<file path="src/include/iba_pkg.sv">
`default_nettype none
package iba_pkg;
    // ======================================================
    // Register map, word aligned byte addresses.
    localparam logic [7:0] IBA_ADDR_BC1    = 8'h00;
    localparam logic [7:0] IBA_ADDR_BC2    = 8'h04;
    localparam logic [7:0] IBA_ADDR_PINCTL = 8'h08;
    localparam logic [7:0] IBA_ADDR_STATUS = 8'h0C;
    // Field positions.
    localparam int IBA_BC1_WDB   = 0;
    localparam int IBA_BC1_REL   = 1;
    localparam int IBA_BC2_PWDB  = 0;
    localparam int IBA_BC2_SHARE = 1;
    localparam int IBA_PIN_ICR   = 0;
    localparam logic [1:0] IBA_BC_RESET  = 2'h0;
    localparam logic       IBA_PIN_RESET = 1'h0;
    // ======================================================
    // Master indices, highest priority has the highest index.
    localparam int IBA_M_CPU = 0;
    localparam int IBA_M_DTC = 1;
    localparam int IBA_M_DMA = 2;
    localparam int IBA_NM    = 3;
    // ======================================================
    // Access cycle counts.
    localparam logic [2:0] IBA_ROM_RD   = 3'h1;
    localparam logic [2:0] IBA_ROM_WR   = 3'h6;
    localparam logic [2:0] IBA_RAM_RD   = 3'h1;
    localparam logic [2:0] IBA_RAM_WR   = 3'h1;
    localparam logic [2:0] IBA_SYS_RD   = 3'h2;
    localparam logic [2:0] IBA_SYS_WR   = 3'h3;
    localparam logic [2:0] IBA_PFW_RD   = 3'h2;
    localparam logic [2:0] IBA_PFW_WR   = 3'h3;
    localparam logic [2:0] IBA_PER_RD   = 3'h2;
    localparam logic [2:0] IBA_PER_WR   = 3'h2;
    localparam logic [2:0] IBA_SOLO_CYC = 3'h2;
    localparam logic [2:0] IBA_CNT_ONE  = 3'h1;
    localparam logic [2:0] IBA_CNT_ZERO = 3'h0;
    // ======================================================
    typedef enum logic [2:0] {
        IBA_SP_ROM = 3'h0,
        IBA_SP_RAM = 3'h1,
        IBA_SP_SYS = 3'h2,
        IBA_SP_PFW = 3'h3,
        IBA_SP_PER = 3'h4,
        IBA_SP_EXT = 3'h5
    } iba_space_type;

    typedef struct packed {
        logic req;
        logic ext;
        logic wr;
        logic lock;
        logic hold;
        logic cyc_end;
    } iba_mreq_type;

    typedef struct packed {
        logic          valid;
        logic          wr;
        iba_space_type space;
    } iba_acc_type;

    typedef struct packed {
        logic addr_oe;
        logic data_oe;
        logic ctrl_oe;
        logic back_n;
    } iba_pins_type;
endpackage
`default_nettype wire

</file>
<file path="src/rtl/iba_arbiter.sv">
`timescale 1ns/10ps
`default_nettype none
module iba_arbiter
    import iba_pkg::*;
(
    input  wire logic                clk_i,
    input  wire logic                rst_n_i,
    input  wire logic [7:0]          reg_addr_i,
    input  wire logic [31:0]         reg_wdata_i,
    input  wire logic                reg_wr_i,
    input  wire logic                reg_rd_i,
    output logic      [31:0]         reg_rdata_o,
    input  wire iba_mreq_type        mreq_i [IBA_NM],
    input  wire logic                sleep_i,
    input  wire logic                pclk_en_i,
    input  wire logic                ext_bus_request_in_n_i,
    input  wire iba_acc_type         acc_i,
    output logic                     acc_ready_o,
    output logic                     acc_done_o,
    output logic                     pbuf_busy_o,
    output logic      [IBA_NM-1:0]   int_gnt_o,
    output logic      [IBA_NM-1:0]   ext_gnt_o,
    output iba_pins_type             pins_o
);

    // ======================================================
    // Software registers.
    logic       ext_write_buffer_enable_r;
    logic       bus_release_enable_r;
    logic       periph_write_buffer_enable_r;
    logic       cpu_cycle_share_r;
    logic       pin_input_control_r;
    logic [31:0] rdata_r;

    typedef enum logic [2:0] {
        EXT_IDLE = 3'b001,
        EXT_MAST = 3'b010,
        EXT_REL  = 3'b100
    } iba_ext_type;

    typedef enum logic [2:0] {
        ENG_IDLE = 3'b001,
        ENG_SYS  = 3'b010,
        ENG_PER  = 3'b100
    } iba_eng_type;

    // Highest set bit wins; DMA sits at the top index.
    function automatic logic [IBA_NM-1:0] pick(input logic [IBA_NM-1:0] r);
        logic [IBA_NM-1:0] g;
        g = '0;
        for (int i = 0; i < IBA_NM; i++) begin
            if (r[i]) begin
                g = '0;
                g[i] = 1'b1;
            end
        end
        return g;
    endfunction

    // ======================================================
    // Internal arbiter.
    logic [IBA_NM-1:0] req_w;
    logic [IBA_NM-1:0] ext_w;
    logic [IBA_NM-1:0] end_w;
    logic [IBA_NM-1:0] lock_w;
    logic [IBA_NM-1:0] hold_w;
    logic [IBA_NM-1:0] wr_w;

    genvar gi;
    generate
        for (gi = 0; gi < IBA_NM; gi++) begin : g_unpack
            assign req_w[gi]  = mreq_i[gi].req;
            assign ext_w[gi]  = mreq_i[gi].ext;
            assign end_w[gi]  = mreq_i[gi].cyc_end;
            assign lock_w[gi] = mreq_i[gi].lock;
            assign hold_w[gi] = mreq_i[gi].hold;
            assign wr_w[gi]   = mreq_i[gi].wr;
        end
    endgenerate

    logic [IBA_NM-1:0] gnt_r;
    logic [IBA_NM-1:0] gnt_nxt;
    logic              cpu_held;
    logic              ctl_held;
    logic              holder_req;
    logic              holder_end;
    logic              holder_lock;
    logic              may_switch;
    logic              share_turn;
    logic              dma_keep;
    logic [IBA_NM-1:0] winner;

    assign cpu_held    = gnt_r[IBA_M_CPU];
    assign ctl_held    = gnt_r[IBA_M_DTC] | gnt_r[IBA_M_DMA];
    assign holder_req  = |(gnt_r & req_w);
    // In sleep the processor has no cycle to finish and yields on any edge unless locked.
    assign holder_end  = |(gnt_r & end_w) | (cpu_held & sleep_i);
    // Locked phases come from the masters' sequencers.
    assign holder_lock = |(gnt_r & lock_w);
    assign may_switch  = holder_end & ~holder_lock;
    // After a controller cycle the processor gets the next one.
    assign share_turn  = cpu_cycle_share_r & ctl_held & req_w[IBA_M_CPU];
    // Block and burst keep the bus only while sharing is off.
    assign dma_keep    = gnt_r[IBA_M_DMA] & hold_w[IBA_M_DMA] & ~cpu_cycle_share_r;
    assign winner      = share_turn ? (IBA_NM'(1) << IBA_M_CPU) : pick(req_w);

    // A holder that drops its request frees the bus at once.
    always_comb begin
        gnt_nxt = gnt_r;
        if (!holder_req) begin
            gnt_nxt = pick(req_w);
        end else if (may_switch && !dma_keep) begin
            gnt_nxt = winner;
        end
    end

    // ======================================================
    // External arbiter.
    iba_ext_type ext_r;
    iba_ext_type ext_nxt;
    logic        rel_req;
    logic        ext_want;
    logic        ext_done;
    logic [2:0]  ext_wr_cnt_r;
    logic        ext_wr_act;

    // Only an enabled and routed pin forwards the request.
    assign rel_req  = ~ext_bus_request_in_n_i & bus_release_enable_r
                      & pin_input_control_r;
    // Only the internal holder may ask for the external bus.
    assign ext_want = |(gnt_r & req_w & ext_w);
    assign ext_done = holder_end | ~ext_want;

    always_comb begin
        ext_nxt = ext_r;
        case (ext_r)
            EXT_IDLE: begin
                if (rel_req) begin
                    ext_nxt = EXT_REL;
                end else if (ext_want) begin
                    ext_nxt = EXT_MAST;
                end
            end
            EXT_MAST: begin
                // Release only after the running external cycle ends.
                if (ext_done) begin
                    ext_nxt = rel_req ? EXT_REL : EXT_IDLE;
                end
            end
            EXT_REL: begin
                if (!rel_req) begin
                    ext_nxt = EXT_IDLE;
                end
            end
            default: ext_nxt = EXT_IDLE;
        endcase
    end

    assign ext_wr_act = (ext_r == EXT_MAST) & |(gnt_r & wr_w);

    // ======================================================
    // Access timing engine.
    iba_eng_type eng_r;
    iba_eng_type eng_nxt;
    logic [2:0]  cnt_r;
    logic [2:0]  cnt_nxt;
    logic [2:0]  need_r;
    logic [2:0]  need_w;
    logic        per_sp;
    logic        sys_sp;
    logic        buf_ok;
    logic        buf_w;
    logic        solo_r;
    logic [2:0]  pb_cnt_r;
    logic [2:0]  pb_need_r;
    logic        pb_busy_r;
    logic        ext_blk;
    logic        pb_blk;
    logic        start;
    logic        done_w;

    assign per_sp = (acc_i.space == IBA_SP_PFW) | (acc_i.space == IBA_SP_PER);
    assign sys_sp = ~per_sp;

    always_comb begin
        case (acc_i.space)
            IBA_SP_ROM: need_w = acc_i.wr ? IBA_ROM_WR : IBA_ROM_RD;
            IBA_SP_RAM: need_w = acc_i.wr ? IBA_RAM_WR : IBA_RAM_RD;
            IBA_SP_SYS: need_w = acc_i.wr ? IBA_SYS_WR : IBA_SYS_RD;
            IBA_SP_PFW: need_w = acc_i.wr ? IBA_PFW_WR : IBA_PFW_RD;
            IBA_SP_PER: need_w = acc_i.wr ? IBA_PER_WR : IBA_PER_RD;
            default:    need_w = IBA_CNT_ONE;
        endcase
    end

    // Only the bufferable peripheral class may use the write buffer.
    assign buf_w  = (acc_i.space == IBA_SP_PER) & acc_i.wr
                    & periph_write_buffer_enable_r;
    // An internal access waits on an external write unless buffered and the write has run IBA_SOLO_CYC cycles.
    assign buf_ok = ext_write_buffer_enable_r & (ext_wr_cnt_r >= IBA_SOLO_CYC);
    assign ext_blk = ext_wr_act & (acc_i.space != IBA_SP_EXT) & ~buf_ok;
    // A buffered peripheral write keeps the peripheral bus to itself.
    assign pb_blk  = pb_busy_r & per_sp;
    assign acc_ready_o = (eng_r == ENG_IDLE) & ~ext_blk & ~pb_blk;
    assign start       = acc_i.valid & acc_ready_o;

    // Peripheral counts wait for clock enables, adding 0 to n-1 sync cycles.
    always_comb begin
        eng_nxt = eng_r;
        cnt_nxt = cnt_r;
        done_w  = 1'b0;
        case (eng_r)
            ENG_IDLE: begin
                cnt_nxt = IBA_CNT_ZERO;
                if (start) begin
                    eng_nxt = sys_sp ? ENG_SYS : ENG_PER;
                    if (sys_sp || buf_w) begin
                        cnt_nxt = IBA_CNT_ONE;
                    end
                    if (sys_sp && need_w == IBA_CNT_ONE) begin
                        eng_nxt = ENG_IDLE;
                        done_w  = 1'b1;
                    end
                end
            end
            ENG_SYS: begin
                cnt_nxt = cnt_r + IBA_CNT_ONE;
                if (cnt_nxt == need_r) begin
                    eng_nxt = ENG_IDLE;
                    done_w  = 1'b1;
                end
            end
            ENG_PER: begin
                // Buffered write runs alone for two system cycles.
                if (solo_r) begin
                    cnt_nxt = cnt_r + IBA_CNT_ONE;
                    if (cnt_nxt == IBA_SOLO_CYC) begin
                        eng_nxt = ENG_IDLE;
                        done_w  = 1'b1;
                    end
                end else if (pclk_en_i) begin
                    cnt_nxt = cnt_r + IBA_CNT_ONE;
                    if (cnt_nxt == need_r) begin
                        eng_nxt = ENG_IDLE;
                        done_w  = 1'b1;
                    end
                end
            end
            default: eng_nxt = ENG_IDLE;
        endcase
    end

    // ======================================================
    // Register decode.
    logic wr_bc1;
    logic wr_bc2;
    logic wr_pin;
    logic [31:0] rd_mux;

    assign wr_bc1 = reg_wr_i & (reg_addr_i == IBA_ADDR_BC1);
    assign wr_bc2 = reg_wr_i & (reg_addr_i == IBA_ADDR_BC2);
    assign wr_pin = reg_wr_i & (reg_addr_i == IBA_ADDR_PINCTL);

    // Unmapped addresses read as zero.
    always_comb begin
        rd_mux = '0;
        case (reg_addr_i)
            IBA_ADDR_BC1:    rd_mux = {30'h0, bus_release_enable_r,
                                       ext_write_buffer_enable_r};
            IBA_ADDR_BC2:    rd_mux = {30'h0, cpu_cycle_share_r,
                                       periph_write_buffer_enable_r};
            IBA_ADDR_PINCTL: rd_mux = {31'h0, pin_input_control_r};
            IBA_ADDR_STATUS: rd_mux = {25'h0, (eng_r != ENG_IDLE), pb_busy_r,
                                       (ext_r == EXT_MAST), (ext_r == EXT_REL), gnt_r};
            default:         rd_mux = '0;
        endcase
    end

    // ======================================================
    // Registers.
    always_ff @(posedge clk_i or negedge rst_n_i) begin
        if (!rst_n_i) begin
            ext_write_buffer_enable_r    <= IBA_BC_RESET[IBA_BC1_WDB];
            bus_release_enable_r         <= IBA_BC_RESET[IBA_BC1_REL];
            periph_write_buffer_enable_r <= IBA_BC_RESET[IBA_BC2_PWDB];
            cpu_cycle_share_r            <= IBA_BC_RESET[IBA_BC2_SHARE];
            pin_input_control_r          <= IBA_PIN_RESET;
            rdata_r                      <= '0;
        end else begin
            if (wr_bc1) begin
                ext_write_buffer_enable_r <= reg_wdata_i[IBA_BC1_WDB];
                bus_release_enable_r      <= reg_wdata_i[IBA_BC1_REL];
            end
            if (wr_bc2) begin
                periph_write_buffer_enable_r <= reg_wdata_i[IBA_BC2_PWDB];
                cpu_cycle_share_r            <= reg_wdata_i[IBA_BC2_SHARE];
            end
            if (wr_pin) begin
                pin_input_control_r <= reg_wdata_i[IBA_PIN_ICR];
            end
            rdata_r <= reg_rd_i ? rd_mux : '0;
        end
    end

    // Arbiter and engine state.
    always_ff @(posedge clk_i or negedge rst_n_i) begin
        if (!rst_n_i) begin
            gnt_r  <= '0;
            ext_r  <= EXT_IDLE;
            eng_r  <= ENG_IDLE;
            cnt_r  <= IBA_CNT_ZERO;
            need_r <= IBA_CNT_ZERO;
            solo_r <= 1'b0;
        end else begin
            gnt_r <= gnt_nxt;
            ext_r <= ext_nxt;
            eng_r <= eng_nxt;
            cnt_r <= cnt_nxt;
            if (start) begin
                need_r <= need_w;
                solo_r <= buf_w;
            end
        end
    end

    // External write age and the peripheral write buffer.
    always_ff @(posedge clk_i or negedge rst_n_i) begin
        if (!rst_n_i) begin
            ext_wr_cnt_r <= IBA_CNT_ZERO;
            pb_busy_r    <= 1'b0;
            pb_cnt_r     <= IBA_CNT_ZERO;
            pb_need_r    <= IBA_CNT_ZERO;
        end else begin
            if (!ext_wr_act) begin
                ext_wr_cnt_r <= IBA_CNT_ZERO;
            end else if (ext_wr_cnt_r < IBA_SOLO_CYC) begin
                ext_wr_cnt_r <= ext_wr_cnt_r + IBA_CNT_ONE;
            end
            if (start && buf_w) begin
                pb_busy_r <= 1'b1;
                pb_cnt_r  <= IBA_CNT_ZERO;
                pb_need_r <= need_w;
            end else if (pb_busy_r && pclk_en_i) begin
                pb_cnt_r <= pb_cnt_r + IBA_CNT_ONE;
                if (pb_cnt_r + IBA_CNT_ONE == pb_need_r) begin
                    pb_busy_r <= 1'b0;
                end
            end
        end
    end

    // ======================================================
    // Outputs.
    assign reg_rdata_o = rdata_r;
    assign acc_done_o  = done_w;
    assign pbuf_busy_o = pb_busy_r;
    // Internal grants stay live while released.
    assign int_gnt_o   = gnt_r;
    assign ext_gnt_o   = (ext_r == EXT_MAST) ? gnt_r : '0;
    assign pins_o.back_n  = ~(ext_r == EXT_REL);
    assign pins_o.addr_oe = ~(ext_r == EXT_REL);
    assign pins_o.data_oe = ext_wr_act;
    assign pins_o.ctrl_oe = ~(ext_r == EXT_REL);

endmodule
`default_nettype wire

</file>
<file path="config.mk">
export PLATFORM = sky130hd
export DESIGN_NAME = iba_arbiter
export DESIGN_NICKNAME = d
export VERILOG_FILES = /design/src/include/iba_pkg.sv /design/src/rtl/iba_arbiter.sv
export SDC_FILE = /design/constraint.sdc
export NUM_CORES = 1
export LEC_CHECK = 0
export BUFFER_PORTS_ARGS = -buffer_cell sky130_fd_sc_hd__clkbuf_2
export CAP_MARGIN = 20
export CORE_AREA = 2 2 99 101
export CTS_CLUSTER_SIZE = 10
export DETAILED_ROUTE_END_ITERATION = 8
export DIE_AREA = 0 0 101 103
export PLACE_DENSITY = 0.61
export SYNTH_ARGS = -nofsm -noshare
export SYNTH_HDL_FRONTEND = slang
export SYNTH_SLANG_ARGS = --single-unit
</file>
<file path="constraint.sdc">
create_clock -name clk_i -period 2.4 [get_ports clk_i]
set_clock_uncertainty 0.05 [all_clocks]
set_input_delay 0.36 -clock clk_i [delete_from_list [all_inputs] [get_ports clk_i]]
set_output_delay 0.36 -clock clk_i [all_outputs]
set_load 0.02 [all_outputs]
</file>
==> metrics.md <==
| Metric | Value |
|---|---|
| Die height | `103 um` |
| Reg2reg start | `ext_wr_cnt_r[0]$_DFFE_PN0P_` |
| Critical Path Start Type | `flip-flop` |
| Outcome | `complete, no violations` |
| Library cells used by synthesis | `59` |
| Worst R2R Path Depth | `8` |
| DRC viols | `0` |
| Clock tree sinks | `38` |
| Worst VDD drop | `278 uV` |
| Critical Setup Path Class | `reg -> out` |
| Clk pwr share | `20.0%` |
| NetSw | `0.000866 W` |
| Drt pass-1 iters | `4` |
| Switching part of the total power | `37.6%` |
| Critical-path cell list | `inv_1 > ha_1 > o31a_1 > a2111o_1 > nand3_2 > o2bb2ai_2 > buf_4` |
| Seq pwr share | `37.8%` |
| Drt via density | `4.56` |
| Hold crit path type | `in -> async` |
| Die Area | `10,400 um^2` |
| ANT cells | `0` |
| Total power | `0.00230 W` |
| Gpl congestion | `0.810` |
| Area grow syn2layout | `20.7%` |
| Root Buffer | `clkbuf_8` |
| Dpl cell area | `2780 um^2` |
| Setup tns final | `0 ns` |
| Mapped Area | `2450 um^2` |
| Antenna violations before repair | `0` |
| Most common flop cell mapped by yosys | `dfrtp_1` |
| Endpoints failing setup | `0` |
| Peak Freq | `432 MHz` |
| Starting DRC count in detailed routing | `44` |
| Vias in the first global route | `2,034` |
| Layout cells sized above 1 | `32.4%` |
| Max FO, Critical Path | `3` |
| Sequential fraction of the synthesis area | `38.9%` |
| Worst path max stage delay | `0.44 ns` |
| Num CTS Buffers | `5` |
| Critical R2R Capture | `need_r[1]$_DFFE_PN0P_` |
| Nets | `404` |
| Avg Cell Area, Syn | `9.43 um^2` |
| Combinational Power Share | `42.2%` |
| Share of flip-flops with an asynchronous set or reset | `100%` |
| Initial core utilization | `25.9%` |
| Number of max-cap violations | `0` |
| Final wirelength | `5520 um` |
| Busiest grt layer | `met2` |
| Hold Vio Cnt, Final | `0` |
| Site Rows | `36` |
| Largest net degree at the start of global routing | `39` |
| Commonest non-fill, non-tap cell in the layout | `clkbuf_2` |
| Post-DP HPWL | `4210 um` |
| CTS tree | `built` |
| Vias post-DR | `2,024` |
| Max Transition Viols Final | `0` |
| R2r setup slk | `0.32 ns` |
| PwrDens | `779 nW/um^2` |
| Final instance area | `2960 um^2` |
| GRT overflow | `0` |
| Flop and latch count out of synthesis | `38` |
| # hold bufs at CTS | `0` |
| Global Route met1 Usage | `14.0%` |
| Critical path arrival | `1.90 ns` |
| Crit path max-delay family | `compound AO/OA/AOI/OAI gates` |
| CTS max path bufs | `2` |
| DRT antenna net count | `0` |
| CP Buf/Inv Count | `2` |
| Yosys warns | `0` |
| CP required | `1.99 ns` |
| Post-synth EDFFs | `0` |
| Buffers on Ports | `57` |
| Fillers | `1,003` |
| Num ports | `115` |
| WL/cell | `12.4 um` |
| First-pass GRT wire length | `9260 um` |
| Pleak | `1.46 nW` |
| Chip Width | `101 um` |
| Core area | `9460 um^2` |
| Post-synthesis cell count | `260` |
| Global Route met3 Usage | `3.73%` |
| Global-route usage over all layers | `11.2%` |
| Nature of the critical path endpoint | `output port` |
| Final Cycle Share | `96.3%` |
| Met2 GRT Util | `18.2%` |
| Htree depth | `2` |
| Post-layout min period | `2.31 ns` |
| Commonest non-fill, non-tap cells in the layout | `56 x clkbuf_2, 33 x dfrtp_1, 27 x nor2_1` |
| Pint | `0.00144 W` |
| Worst-path clk slew | `0.07 ns` |
| Slowest cell on crit path | `a2111o_1` |
| Latest clock arrival within the worst-skew pair | `0.29 ns` |
==> cell families (layout without fill, tap and decap cells) <==
family          count (synthesis)  after routing  synth area share, %
simple gates                   95             95                 21.0
compound gates                 49             49                 13.8
buf+inv                        45             91                 11.5
flops                          38             38                 38.9
mux                            15             15                 7.15
xor+xnor                       12             12                 4.85
fa+ha+maj                       5              5                 2.55
other cells                     1             25                0.153
==> metrics by stage <==
step / setup WS, ns / util (%) / hold slack [ns] / std cells
floorplan: 0.167 / - / 0.0144 / 284
CTS: 0.000779 / 30.8 / 0.0846 / 440
global placement: 0.296 / 29.4 / 0.396 / 427
detailed placement: 0.282 / 29.4 / 0.402 / 427
finish: 0.0877 / 31.3 / 0.0590 / 444
global route: -0.0285 / 31.3 / 0.108 / 444
==> how the worst max path moves through the flow <==
| stage | startpoint | to | slack (ns) | depth (start not counted) |
|---|---|---|---|---|
| 2_1_floorplan | eng_r[0]$_DFFE_PN1P_ | acc_done_o | 0.17 | 5 |
| 3_3_place_gp | ext_wr_cnt_r[0]$_DFFE_PN0P_ | acc_done_o | 0.30 | 7 |
| 3_5_place_dp | ext_wr_cnt_r[0]$_DFFE_PN0P_ | acc_done_o | 0.28 | 7 |
| 4_1_cts | ext_r[2]$_DFFE_PN0P_ | acc_done_o | 0.0008 | 5 |
| 5_1_grt | cnt_r[0]$_DFFE_PN0P_ | acc_done_o | -0.03 | 6 |
| 6_report | ext_wr_cnt_r[0]$_DFFE_PN0P_ | acc_done_o | 0.09 | 7 |
==> synth_stat cells (3+ instances only) <==
cell type  instances  share of area (%)
a21oi_1            6                1.2
a22oi_1            3               0.92
a31oi_1            6                1.5
and2_1             6                1.5
buf_4             28                8.6
clkbuf_1           6               0.92
dfrtp_1           36                 37
ha_1               5                2.6
inv_1              9                1.4
mux2_2            10                4.6
mux2i_1            4                1.6
nand2_1           10                1.5
nand3_1           12                2.5
nand4_1            3               0.77
nor2_1            27                4.1
nor2b_1           10                2.6
nor3_1             3               0.61
nor3b_1            5                1.5
o21ai_0           12                2.5
or2_2              4                1.0
xnor2_1            4                1.4
xor2_1             7                2.5
==> power groups by stage <==
stage | logic [W] | registers [W] | clock network, W
global route | 0.00108 | 0.000893 | 0.000495
floorplan | 0.000714 | 0.000831 | 0
detailed placement | 0.000897 | 0.000884 | 0
global placement | 0.000884 | 0.000880 | 0
finish | 0.000972 | 0.000871 | 0.000462
CTS | 0.000915 | 0.000869 | 0.000473
==> flip-flops by register name, indices dropped and copies added, names as in the netlist, 3 cells and up <==
signal / count
reg_rdata_o: 7
cnt_r: 3
eng_r: 3
ext_r: 3
ext_wr_cnt_r: 3
int_gnt_o: 3
need_r: 3
pb_cnt_r: 3
pb_need_r: 3
==> area by class of cell <==
type / instances / area [um^2] / area share [%]
inverters: 9 / 33.8 / 1.14
repair buffers: 74 / 415 / 14.0
multi-input cells: 201 / 1320 / 44.6
clock buffers: 8 / 90.1 / 3.05
flip-flops and latches: 38 / 957 / 32.4
well taps: 114 / 143 / 4.82
==> what timing repair did <==
item,CTS,global route
resized for setup,2,6
pin swaps,1,1
setup endpoints to repair,1,1
setup buffers,5,4
==> layer usage <==
metal | up-vias | wire length, um
met5 | - | 0
met3 | 7 | 384
li1 | 1004 | -
met1 | 951 | 2490
met4 | 0 | 65
met2 | 62 | 2580
Power figures use the tool's default switching activity.
